### config.mk
export PLATFORM = sky130hd
export DESIGN_NAME = ctsync_top
export DESIGN_NICKNAME = d
export VERILOG_FILES = /design/src/ctsync_pkg.sv /design/src/ctsync_dpll.sv /design/src/ctsync_top.sv
export VERILOG_INCLUDE_DIRS = /design/src
export SDC_FILE = /design/constraint.sdc
export NUM_CORES = 1
export LEC_CHECK = 0
export ABC_AREA = 1
export BUFFER_PORTS_ARGS = -buffer_cell sky130_fd_sc_hd__clkbuf_2
export CAP_MARGIN = 20
export CORE_ASPECT_RATIO = 1.75
export CORE_MARGIN = 2
export CORE_UTILIZATION = 43
export CTS_BUF_LIST = sky130_fd_sc_hd__clkbuf_4 sky130_fd_sc_hd__clkbuf_8
export DETAILED_ROUTE_END_ITERATION = 7
export GPL_ROUTABILITY_DRIVEN = 0
export GPL_TIMING_DRIVEN = 0
export SLEW_MARGIN = 30
export SYNTH_ARGS = -nofsm -noshare
export SYNTH_HDL_FRONTEND = slang
export SYNTH_SLANG_ARGS = --single-unit
### constraint.sdc
create_clock -name CLK -period 7.69 [get_ports CLK]
set_clock_uncertainty 0.1 [all_clocks]
set_input_delay 0 -clock CLK [delete_from_list [all_inputs] [get_ports CLK]]
set_output_delay 0 -clock CLK [all_outputs]
set_load 0.05 [all_outputs]
### src/ctsync_defines.svh
`ifndef CTSYNC_DEFINES_SVH
`define CTSYNC_DEFINES_SVH
// ==========================================================
// Register byte offsets
`define CTS_OFF_ENABLE    8'h00
`define CTS_OFF_TX_MULTIPLEX_SELECT     8'h04
`define CTS_OFF_RX_MULTIPLEX_SELECT     8'h08
`define CTS_OFF_RECOVERY  8'h0C
`define CTS_OFF_CAUSE     8'h10
`define CTS_OFF_MASK      8'h14
`define CTS_OFF_RESYNC    8'h18
`define CTS_OFF_ROLE      8'h1C
`define CTS_OFF_BURST     8'h20
`define CTS_OFF_DELAY     8'h24
// ==========================================================
// Field encodings and positions
`define CTS_MUX_MUX1      2'h0
`define CTS_MUX_MUX2      2'h2
`define CTS_MUX_MUX3      2'h3
`define CTS_MUX_CLEAR     8'h03
`define CTS_FMT_ON        2'h3
`define CTS_EN_FMT_LO     2
`define CTS_EN_FRAME      4
`define CTS_RC_ENABLE     0
`define CTS_RC_SLOW       1
`define CTS_RC_TRIPLE     2
`define CTS_RC_LOWSPD     6
`define CTS_RC_SYNCED     7
`define CTS_RX_MULTIPLEX_SELECT_TOL     3
`define CTS_CAUSE_FOUND   0
`define CTS_CAUSE_SYNERR  3
// ==========================================================
// Timing (ps, clock 5000 ps)
`define CTS_CLK_PS        5000
`define CTS_FAST_STEP_PS  651000
`define CTS_SLOW_STEP_PS  108000
`define CTS_TRIPLE_PS     1700000
`define CTS_TARGET_PS     6900000
`define CTS_BIT_CYC       12'd2778
`define CTS_PREAMBLE2     10
`define CTS_PREAMBLE3     12
`define CTS_MARK_BITS     24
`define CTS_FRAME_BITS    12'd144
`define CTS_SEARCH_MASK   24'hFFFFFF
`endif

### src/ctsync_pkg.sv
`default_nettype none
package ctsync_pkg;
    typedef enum logic [1:0] {CTS_HUNT, CTS_LOCKED, CTS_CLEAR} ctsync_state_t;
endpackage
`default_nettype wire

### src/ctsync_dpll.sv
`include "ctsync_defines.svh"
`default_nettype none
module ctsync_dpll
    import ctsync_pkg::*;
#(
    parameter logic [11:0] BIT_CYC = `CTS_BIT_CYC
) (
    // Clock and reset
    input  wire logic        clk,
    input  wire logic        rst,
    // Control
    input  wire logic        track_en,
    input  wire logic        slow,
    input  wire logic        triple,
    input  wire logic        clear,
    input  wire logic        rx_data,
    // Results
    output logic             bit_strobe,
    output logic             bit_value
);
    // Nominal bit length in ps; every timing figure scales with BIT_CYC so a
    // shortened bit keeps the sample points inside the bit
    localparam longint NOM_PS = longint'(`CTS_CLK_PS) * longint'(`CTS_BIT_CYC);

    function automatic logic [11:0] scale_cyc(input longint ps);
        longint c;
        c = ps * longint'(BIT_CYC) / NOM_PS;
        if (c < 1)
            c = 1;
        scale_cyc = 12'(c);
    endfunction

    localparam logic [11:0] FAST_STEP = scale_cyc(`CTS_FAST_STEP_PS);
    localparam logic [11:0] SLOW_STEP = scale_cyc(`CTS_SLOW_STEP_PS);
    localparam logic [11:0] HALF_SEP  = scale_cyc(`CTS_TRIPLE_PS / 2);
    localparam logic [11:0] TARGET    = scale_cyc(`CTS_TARGET_PS);
    logic [11:0] phase_r;
    logic        prev_r;
    logic [1:0]  votes_r;
    logic        early_r;
    logic [11:0] step;
    logic [11:0] err;
    // ==========================================================
    // Phase counter: edges pull the bit boundary, sample sits at TARGET
    assign step = slow ? SLOW_STEP : FAST_STEP;
    assign err  = (phase_r > (BIT_CYC >> 1)) ? (BIT_CYC - phase_r) : phase_r;
    always_ff @(posedge clk or posedge rst) begin
        if (rst) begin
            phase_r <= 12'h000;
        end else if (clear) begin
            phase_r <= 12'h000;
        end else if (track_en && rx_data != prev_r) begin
            if (phase_r > (BIT_CYC >> 1))
                phase_r <= (err > step) ? phase_r + step : 12'h000;
            else
                phase_r <= (err > step) ? phase_r - step : 12'h000;
        end else if (phase_r == BIT_CYC - 12'h001) begin
            phase_r <= 12'h000;
        end else begin
            phase_r <= phase_r + 12'h001;
        end
    end
    always_ff @(posedge clk or posedge rst) begin
        if (rst) prev_r <= 1'b0;
        else     prev_r <= rx_data;
    end
    // ==========================================================
    // One or three samples around the predicted middle
    always_ff @(posedge clk or posedge rst) begin
        if (rst) begin
            votes_r <= 2'h0;
            early_r <= 1'b0;
        end else if (phase_r == TARGET - HALF_SEP) begin
            early_r <= rx_data;
        end else if (phase_r == TARGET) begin
            votes_r <= 2'(early_r) + 2'(rx_data);
        end
    end
    always_ff @(posedge clk or posedge rst) begin
        if (rst) begin
            bit_strobe <= 1'b0;
            bit_value  <= 1'b0;
        end else begin
            bit_strobe <= (phase_r == TARGET + HALF_SEP);
            if (phase_r == TARGET + HALF_SEP)
                bit_value <= triple ? (votes_r + 2'(rx_data) >= 2'h2) : votes_r[0] ^ early_r;
        end
    end
endmodule
`default_nettype wire

### src/ctsync_top.sv
// Functional notes
// - Base call: both muxes MUX2, follow reference
// - Base MUX3 receive decouples from reference
// - Receive MUX2 recouples to reference
// - Base tracking moves radio timing only in MUX3 receive
// - Handset adjusts timing only while receiving
// - MUX3 swaps timing master and slave
// - Two-speed loop, 651 and 108 ns steps
// - Low speed after marker, bit1 forces
// - Bit2 selects single or triple sampling
// - Handset recovery moves sample and radio timing
// - Base without recovery samples fixed middle
// - MUX3 receive forces recovery in base role only
// - Base optionally slaves to burst reference
// - SYN preamble plus 24-bit marker pattern
// - RX mux field picks pattern, role and MUX3 receive set polarity
// - Search pattern, record maskable found cause
// - Missed pattern after lock raises sync error
// - Resync command reseeks and stops transmit
// - RX_MULTIPLEX_SELECT bit3 tolerates one bit error
// - Both muxes 03 hex means clear mode
// - MUX1 transmit blocked until synchronized
//
// The address map and the AXI4-Lite register port were chosen for this implementation.
`include "ctsync_defines.svh"
`default_nettype none
module ctsync_top
    import ctsync_pkg::*;
#(
    parameter logic [23:0] MARKER_BASE    = 24'hBEE4A1,
    parameter logic [23:0] ALIGN_BASE     = 24'h3E4E5F,
    parameter logic [11:0] BIT_CYC        = `CTS_BIT_CYC
) (
    // Clock and reset
    input  wire logic        CLK,
    input  wire logic        RST,
    // AXI4-Lite write
    input  wire logic [7:0]  AWADDR,
    input  wire logic        AWVALID,
    output logic             AWREADY,
    input  wire logic [31:0] WDATA,
    input  wire logic [3:0]  WSTRB,
    input  wire logic        WVALID,
    output logic             WREADY,
    output logic [1:0]       BRESP,
    output logic             BVALID,
    input  wire logic        BREADY,
    // AXI4-Lite read
    input  wire logic [7:0]  ARADDR,
    input  wire logic        ARVALID,
    output logic             ARREADY,
    output logic [31:0]      RDATA,
    output logic [1:0]       RRESP,
    output logic             RVALID,
    input  wire logic        RREADY,
    // Link
    input  wire logic        RX_DATA,
    input  wire logic        BURST_REF_PULSE,
    // Status
    output logic             TX_ALLOW,
    output logic             RADIO_TIMING_FROM_LOOP,
    output logic             REF_COUPLED,
    output logic             MARKER_IRQ
);
    logic [7:0]  enable_r;
    logic [7:0]  tx_multiplex_select_r;
    logic [7:0]  rx_multiplex_select_r;
    logic [7:0]  recov_r;
    logic [7:0]  cause_r;
    logic [7:0]  mask_r;
    logic [7:0]  role_r;
    logic [7:0]  burst_r;
    logic [7:0]  delay_r;
    logic        aw_got_r;
    logic        w_got_r;
    logic [7:0]  awaddr_r;
    logic [31:0] wdata_r;
    logic [3:0]  wstrb_r;
    logic        wr_fire;
    logic        resync_cmd;
    logic        clear_mode;
    logic        handset;
    logic        mux3_rx;
    ctsync_state_t state_r;
    logic [23:0] shift_r;
    logic [11:0] bit_in_frame_r;
    logic        found_r;
    logic [23:0] pattern;
    logic        match;
    logic        bit_strobe;
    logic        bit_value;
    logic        track_en;

    function automatic logic [7:0] lane(input logic [7:0] old, input logic [31:0] d,
                                        input logic [3:0] s);
        lane = s[0] ? d[7:0] : old;
    endfunction

    function automatic logic [4:0] ones24(input logic [23:0] v);
        logic [4:0] n;
        n = 5'h00;
        for (int i = 0; i < 24; i++)
            n = n + 5'(v[i]);
        ones24 = n;
    endfunction

    // ==========================================================
    // Write channel: address and data taken in any order
    assign AWREADY = !aw_got_r && !BVALID;
    assign WREADY  = !w_got_r && !BVALID;
    assign wr_fire = aw_got_r && w_got_r && !BVALID;
    assign BRESP   = 2'h0;
    always_ff @(posedge CLK or posedge RST) begin
        if (RST) begin
            aw_got_r <= 1'b0;
            w_got_r  <= 1'b0;
            awaddr_r <= 8'h00;
            wdata_r  <= 32'h0000_0000;
            wstrb_r  <= 4'h0;
            BVALID   <= 1'b0;
        end else begin
            if (AWVALID && AWREADY) begin
                aw_got_r <= 1'b1;
                awaddr_r <= AWADDR;
            end
            if (WVALID && WREADY) begin
                w_got_r <= 1'b1;
                wdata_r <= WDATA;
                wstrb_r <= WSTRB;
            end
            if (wr_fire) begin
                aw_got_r <= 1'b0;
                w_got_r  <= 1'b0;
                BVALID   <= 1'b1;
            end else if (BVALID && BREADY) begin
                BVALID <= 1'b0;
            end
        end
    end
    assign resync_cmd = wr_fire && awaddr_r == `CTS_OFF_RESYNC;

    // ==========================================================
    // Control registers
    always_ff @(posedge CLK or posedge RST) begin
        if (RST) begin
            enable_r <= 8'h00;
            tx_multiplex_select_r  <= `CTS_MUX_CLEAR;
            rx_multiplex_select_r  <= `CTS_MUX_CLEAR;
            recov_r  <= 8'h00;
            mask_r   <= 8'h00;
            role_r   <= 8'h00;
            burst_r  <= 8'h00;
            delay_r  <= 8'h00;
        end else if (wr_fire) begin
            case (awaddr_r)
                `CTS_OFF_ENABLE:   enable_r <= lane(enable_r, wdata_r, wstrb_r);
                `CTS_OFF_TX_MULTIPLEX_SELECT:    tx_multiplex_select_r  <= lane(tx_multiplex_select_r, wdata_r, wstrb_r);
                `CTS_OFF_RX_MULTIPLEX_SELECT:    rx_multiplex_select_r  <= lane(rx_multiplex_select_r, wdata_r, wstrb_r);
                `CTS_OFF_RECOVERY: recov_r  <= lane(recov_r, wdata_r, wstrb_r) & 8'h07;
                `CTS_OFF_MASK:     mask_r   <= lane(mask_r, wdata_r, wstrb_r);
                `CTS_OFF_ROLE:     if (clear_mode) role_r <= lane(role_r, wdata_r, wstrb_r);
                `CTS_OFF_BURST:    burst_r  <= lane(burst_r, wdata_r, wstrb_r);
                `CTS_OFF_DELAY:    delay_r  <= lane(delay_r, wdata_r, wstrb_r);
                default: ;
            endcase
        end
    end

    // Role only changes in clear mode to keep patterns consistent
    assign clear_mode = tx_multiplex_select_r == `CTS_MUX_CLEAR && rx_multiplex_select_r == `CTS_MUX_CLEAR;
    assign handset    = role_r[0];
    assign mux3_rx    = rx_multiplex_select_r[1:0] == `CTS_MUX_MUX3;

    // ==========================================================
    // Pattern choice: polarity by role; handset-sent marker in MUX3
    always_comb begin
        pattern = (rx_multiplex_select_r[1:0] == `CTS_MUX_MUX3) ? MARKER_BASE : ALIGN_BASE;
        if (handset ^ mux3_rx)
            pattern = ~pattern;
    end
    assign match = rx_multiplex_select_r[`CTS_RX_MULTIPLEX_SELECT_TOL] ?
                   (ones24(shift_r ^ pattern) <= 5'h01) : (shift_r == pattern);

    // Loop tracks when enabled or in base MUX3 receive; moves base timing only in MUX3 receive
    assign track_en = recov_r[`CTS_RC_ENABLE] || (!handset && mux3_rx);
    ctsync_dpll #(
        .BIT_CYC    (BIT_CYC)
    ) u_dpll (
        .clk        (CLK),
        .rst        (RST),
        .track_en   (track_en),
        .slow       (recov_r[`CTS_RC_SLOW] || found_r),
        .triple     (recov_r[`CTS_RC_TRIPLE]),
        .clear      (clear_mode),
        .rx_data    (RX_DATA),
        .bit_strobe (bit_strobe),
        .bit_value  (bit_value)
    );

    // ==========================================================
    // Frame search and lock
    always_ff @(posedge CLK or posedge RST) begin
        if (RST) begin
            shift_r <= 24'h000000;
        end else if (clear_mode) begin
            shift_r <= 24'h000000;
        end else if (bit_strobe) begin
            shift_r <= {shift_r[22:0], bit_value};
        end
    end

    always_ff @(posedge CLK or posedge RST) begin
        if (RST) begin
            state_r        <= CTS_CLEAR;
            bit_in_frame_r <= 12'h000;
            found_r        <= 1'b0;
        end else if (clear_mode) begin
            state_r <= CTS_CLEAR;
            found_r <= 1'b0;
        end else if (resync_cmd) begin
            state_r <= CTS_HUNT;
            found_r <= 1'b0;
        end else if (bit_strobe) begin
            case (state_r)
                CTS_CLEAR: state_r <= CTS_CLEAR;
                CTS_HUNT: begin
                    if (match) begin
                        state_r        <= CTS_LOCKED;
                        found_r        <= 1'b1;
                        bit_in_frame_r <= 12'h000;
                    end
                end
                CTS_LOCKED: begin
                    if (bit_in_frame_r == `CTS_FRAME_BITS - 12'h001)
                        bit_in_frame_r <= 12'h000;
                    else
                        bit_in_frame_r <= bit_in_frame_r + 12'h001;
                end
                default: state_r <= CTS_CLEAR;
            endcase
        end
    end

    // Causes: hardware set wins over a same-cycle software clear
    always_ff @(posedge CLK or posedge RST) begin
        if (RST) begin
            cause_r <= 8'h00;
        end else begin
            cause_r <= (wr_fire && awaddr_r == `CTS_OFF_CAUSE) ?
                       (cause_r & ~wdata_r[7:0]) : cause_r;
            if (bit_strobe && state_r == CTS_HUNT && match)
                cause_r[`CTS_CAUSE_FOUND] <= 1'b1;
            if (bit_strobe && state_r == CTS_LOCKED && !match
                && bit_in_frame_r == `CTS_FRAME_BITS - 12'h001)
                cause_r[`CTS_CAUSE_SYNERR] <= 1'b1;
        end
    end
    assign MARKER_IRQ = |(cause_r & mask_r);

    // ==========================================================
    // Link timing outputs
    always_ff @(posedge CLK or posedge RST) begin
        if (RST) begin
            TX_ALLOW               <= 1'b0;
            RADIO_TIMING_FROM_LOOP <= 1'b0;
            REF_COUPLED            <= 1'b0;
        end else begin
            // Resync stops transmission; MUX1 waits for sync
            TX_ALLOW <= !clear_mode && !resync_cmd
                        && enable_r[3:`CTS_EN_FMT_LO] == `CTS_FMT_ON
                        && (state_r == CTS_LOCKED
                            || (tx_multiplex_select_r[1:0] != `CTS_MUX_MUX1 && !handset));
            RADIO_TIMING_FROM_LOOP <= handset ? (recov_r[`CTS_RC_ENABLE] && !mux3_rx)
                                              : mux3_rx;
            REF_COUPLED <= !handset && burst_r[7] && burst_r[6] && !mux3_rx
                           && enable_r[`CTS_EN_FRAME];
        end
    end

    // ==========================================================
    // Read channel
    assign ARREADY = !RVALID;
    assign RRESP   = 2'h0;
    always_ff @(posedge CLK or posedge RST) begin
        if (RST) begin
            RVALID <= 1'b0;
            RDATA  <= 32'h0000_0000;
        end else if (ARVALID && ARREADY) begin
            RVALID <= 1'b1;
            case (ARADDR)
                `CTS_OFF_ENABLE:   RDATA <= {24'h0, enable_r};
                `CTS_OFF_TX_MULTIPLEX_SELECT:    RDATA <= {24'h0, tx_multiplex_select_r};
                `CTS_OFF_RX_MULTIPLEX_SELECT:    RDATA <= {24'h0, rx_multiplex_select_r};
                `CTS_OFF_RECOVERY: RDATA <= {24'h0, state_r == CTS_LOCKED, found_r,
                                             3'h0, recov_r[2:0]};
                `CTS_OFF_CAUSE:    RDATA <= {24'h0, cause_r};
                `CTS_OFF_MASK:     RDATA <= {24'h0, mask_r};
                `CTS_OFF_ROLE:     RDATA <= {24'h0, role_r};
                `CTS_OFF_BURST:    RDATA <= {24'h0, burst_r};
                `CTS_OFF_DELAY:    RDATA <= {24'h0, delay_r};
                default:           RDATA <= 32'h0000_0000;
            endcase
        end else if (RVALID && RREADY) begin
            RVALID <= 1'b0;
        end
    end
endmodule
`default_nettype wire

==> qor.txt <==
Post-synth ARST share = 1.00
Clock transition at path regs = 0.09 ns
f_max = 152 MHz
slew margin rel. = 0.382
chip height = 203 um
P_int = 1.69 mW
number of max-cap violations = 0
Psw = 1.34 mW
Logic pwr share = 0.449
Root Driver = clkbuf_8
Final ANT Viol Nets = 0
LEAKAGE = 5.52 nW
CP Capture Type = flop
Worst VDD drop = 0.000213 V
first-pass GRT wire length = 42.8 mm
final WL = 26.3 mm
Die W = 118 um
hpwl dp = 20.6 mm
Worst Tran Pin Value = 0.924 ns
clock buffer depth = 2
number of synthesized flops with an enable pin = 0
total grt overflow = 0
# H-tree levels = 4
Layout fillers = 2279
clock share of power = 0.211
endpoints failing setup = 0
CTS tree = done
initial antenna violation count = 0
PnR worst setup slack = 1.10 ns
core footprint = 22200 um2
Cell Pwr Density = 271 nW/um2
WL per Instance = 15.9 um
final hold vios = 0
Hold WS = 0.0141 ns
largest net degree at the start of global routing = 85
Avg Vias per Cell = 5.09
library cells used by synthesis = 53
antenna cells = 0
final period utilization = 0.857
DRC = 0
Startpoint Class = flop
Main synth FF type = dfrtp_1
Syn. warnings = 0
nets@finish = 1456
Total Power = 3.03 mW
Synth Cell Area = 9710 um2
slowest stage delay, CP = 0.54 ns
reg2reg start = role_r[0]$_DFFE_PP0P_
# port buffers = 49
number of CTS-inserted buffers = 17
Reg power frac = 0.340
Skew-Pair Late Insertion Delay = 0.46 ns
register bit total from synthesis = 156
Setup WS pre-CTS = 1.08 ns
post-CTS sizing = 0
DIE AREA = 23900 um2
Setup crit start = role_r[0]$_DFFE_PP0P_
Sw Ratio = 0.442
TritonCTS sink count = 156
slowest stage cell on the critical path = fa_1
vias in the first global route = 8440
cells after synthesis = 1218
Layout Utilization = 0.506
GR Util All Layers = 0.228
share of cells above drive strength 1 = 0.138
Synth-to-Final Area Change = 15.4%
Worst Path Max Fanout = 10
status = finished clean
DR pass1 iterations = 7
1st-iter DRT viols = 569
Critical Path AT = 6.83 ns
Hold Crit Class = in2async
Crit Path Class = reg2reg
via count = 8425
row cnt = 72
number of I/O pins = 106
Mapped Avg Cell Area = 7.97 um2
register area = 3910 um2
Slew Viols, Final = 0
Required @ worst endpoint = 7.93 ns
Setup TNS Final = 0 ns
Multi-input gate area = 4970 um2
critical path's most frequent cell = fa_1
sequential-to-total area share from yosys stat = 0.403
Period minus WS final = 6.59 ns
Initial Util = 0.438
RSZ-0062 raised after global routing = false
Post-CTS Setup Inserts = 0
## cell usage in the layout, fill, tap and decap left out, drive strengths merged, types with 18 or more instances in the layout
master,netlist,routed
a21oi,77,77
ha,32,32
nand3,90,90
inv,142,153
dfrtp,151,151
dlygate4sd3,0,33
nor3,18,18
xnor2,18,18
nand2,287,287
buf,43,44
nor2,89,89
o21ai,115,115
xor2,25,25
clkbuf,21,87
conb,1,28
## worst paths after layout
check	end	slack [ns]	cells past startpoint
setup reg to reg	bit_in_frame_r[11]$_DFFE_PP0P_	1.10	25
min in group CLK	RDATA[1]$_DFFE_PP0P_	0.05	6
hold / removal	bit_in_frame_r[5]$_DFFE_PP0P_	0.01	3
hold reg to reg	cause_r[7]$_DFFE_PP0P_	0.34	1
setup / recovery	bit_in_frame_r[11]$_DFFE_PP0P_	1.10	25
max in group asynchronous	rx_multiplex_select_r[1]$_DFFE_PP1P_	6.67	4
## worst max-delay path, delay by kind of cell, from the launching register on
| family | cells | cell delay (ns) |
|---|---|---|
| DFF | 1 | 0.33 |
| adders and majority gates | 8 | 3.47 |
| buffers and inverters | 10 | 1.45 |
| and+or+nand+nor | 2 | 0.27 |
| AOI/OAI and AO/OA | 4 | 0.65 |
| xor gates and xnor gates | 1 | 0.21 |
## cells in the mapped netlist (all sizes together) (3+ instances only)
library cell	n	area [um2]
o22ai	5	31.3
nor4	11	68.8
a31oi	3	18.8
nand2	287	1120
a221oi	10	87.6
o21a	5	37.5
nor3b	3	22.5
a21o	4	30.0
dfrtp	151	3780
fa	16	320
nand3	90	510
nand4	11	83.8
buf	43	319
inv	142	536
nor2	89	375
o21bai	4	30.0
ha	32	400
o21ai	115	576
xor2	25	219
nand3b	5	37.5
clkbuf	21	78.8
o31ai	3	22.5
xnor2	18	158
dfstp	5	131
a21oi	77	412
mux2	8	90.1
nor3	18	90.1
## through the flow
step / std cells / instance area, um2
detailed placement: 1591 / 10500
finish: 1656 / 11200
floorplan: 1245 / 9810
CTS: 1656 / 11200
global route: 1656 / 11200
global placement: 1590 / 10400
## power by group through the flow
| stage | clock (mW) | sequential, mW | combinational [mW] |
|---|---|---|---|
| floorplan | 0 | 1.03 | 1.00 |
| global placement | 0 | 1.04 | 1.31 |
| detailed placement | 0 | 1.05 | 1.33 |
| CTS | 0.659 | 1.03 | 1.37 |
| global route | 0.693 | 1.05 | 1.53 |
| finish | 0.641 | 1.03 | 1.36 |
## layer usage
metal	routed length, um	part of all wire	vias up	track usage
met2	14900	0.57	180	0.457
met4	1480	0.056	0	0.132
met3	633	0.024	79	0.0250
met1	9250	0.35	3966	0.218
li1	-	-	4200	-
met5	0	0	-	0
## repair_timing
| item | CTS | global route |
|---|---|---|
| setup endpoints to repair | 0 | 0 |
| hold endpoints to repair | 184 | 0 |
| hold buffers | 33 | 0 |
## state kept, by name, summed over array words and instances (netlist names), 2 cells and up
signal	count
wdata_r	8
shift_r	24
awaddr_r	8
delay_r	8
burst_r	8
RDATA	8
enable_r	8
recov_r	3
mask_r	8
rx_multiplex_select_r	8
cause_r	8
u_dpll.votes_r	2
state_r	2
role_r	8
tx_multiplex_select_r	8
u_dpll.phase_r	12
bit_in_frame_r	12
## cells by family (layout without fill, tap and decap cells)
kind of cell,Yosys count,count (layout),synth area share
AND/OR/NAND/NOR,517,517,0.240
AO/OA/AOI/OAI,236,236,0.137
buffers and inverters,208,323,0.0969
flip-flops,156,156,0.403
adder cells (fa/ha/maj),48,48,0.0742
XOR/XNOR,43,43,0.0388
multiplexers,9,9,0.0103
other,1,28,0.000386
## area by class of cell
type,instances,area share
clock inverters,15,0.0154
inverters,144,0.0491
well taps,296,0.0330
plain buffers,64,0.0355
repair buffers,83,0.0538
flip-flops and latches,156,0.349
multi-input cells,881,0.443
clock buffers,17,0.0209
Note: power is estimated with default switching activity, not from simulation.
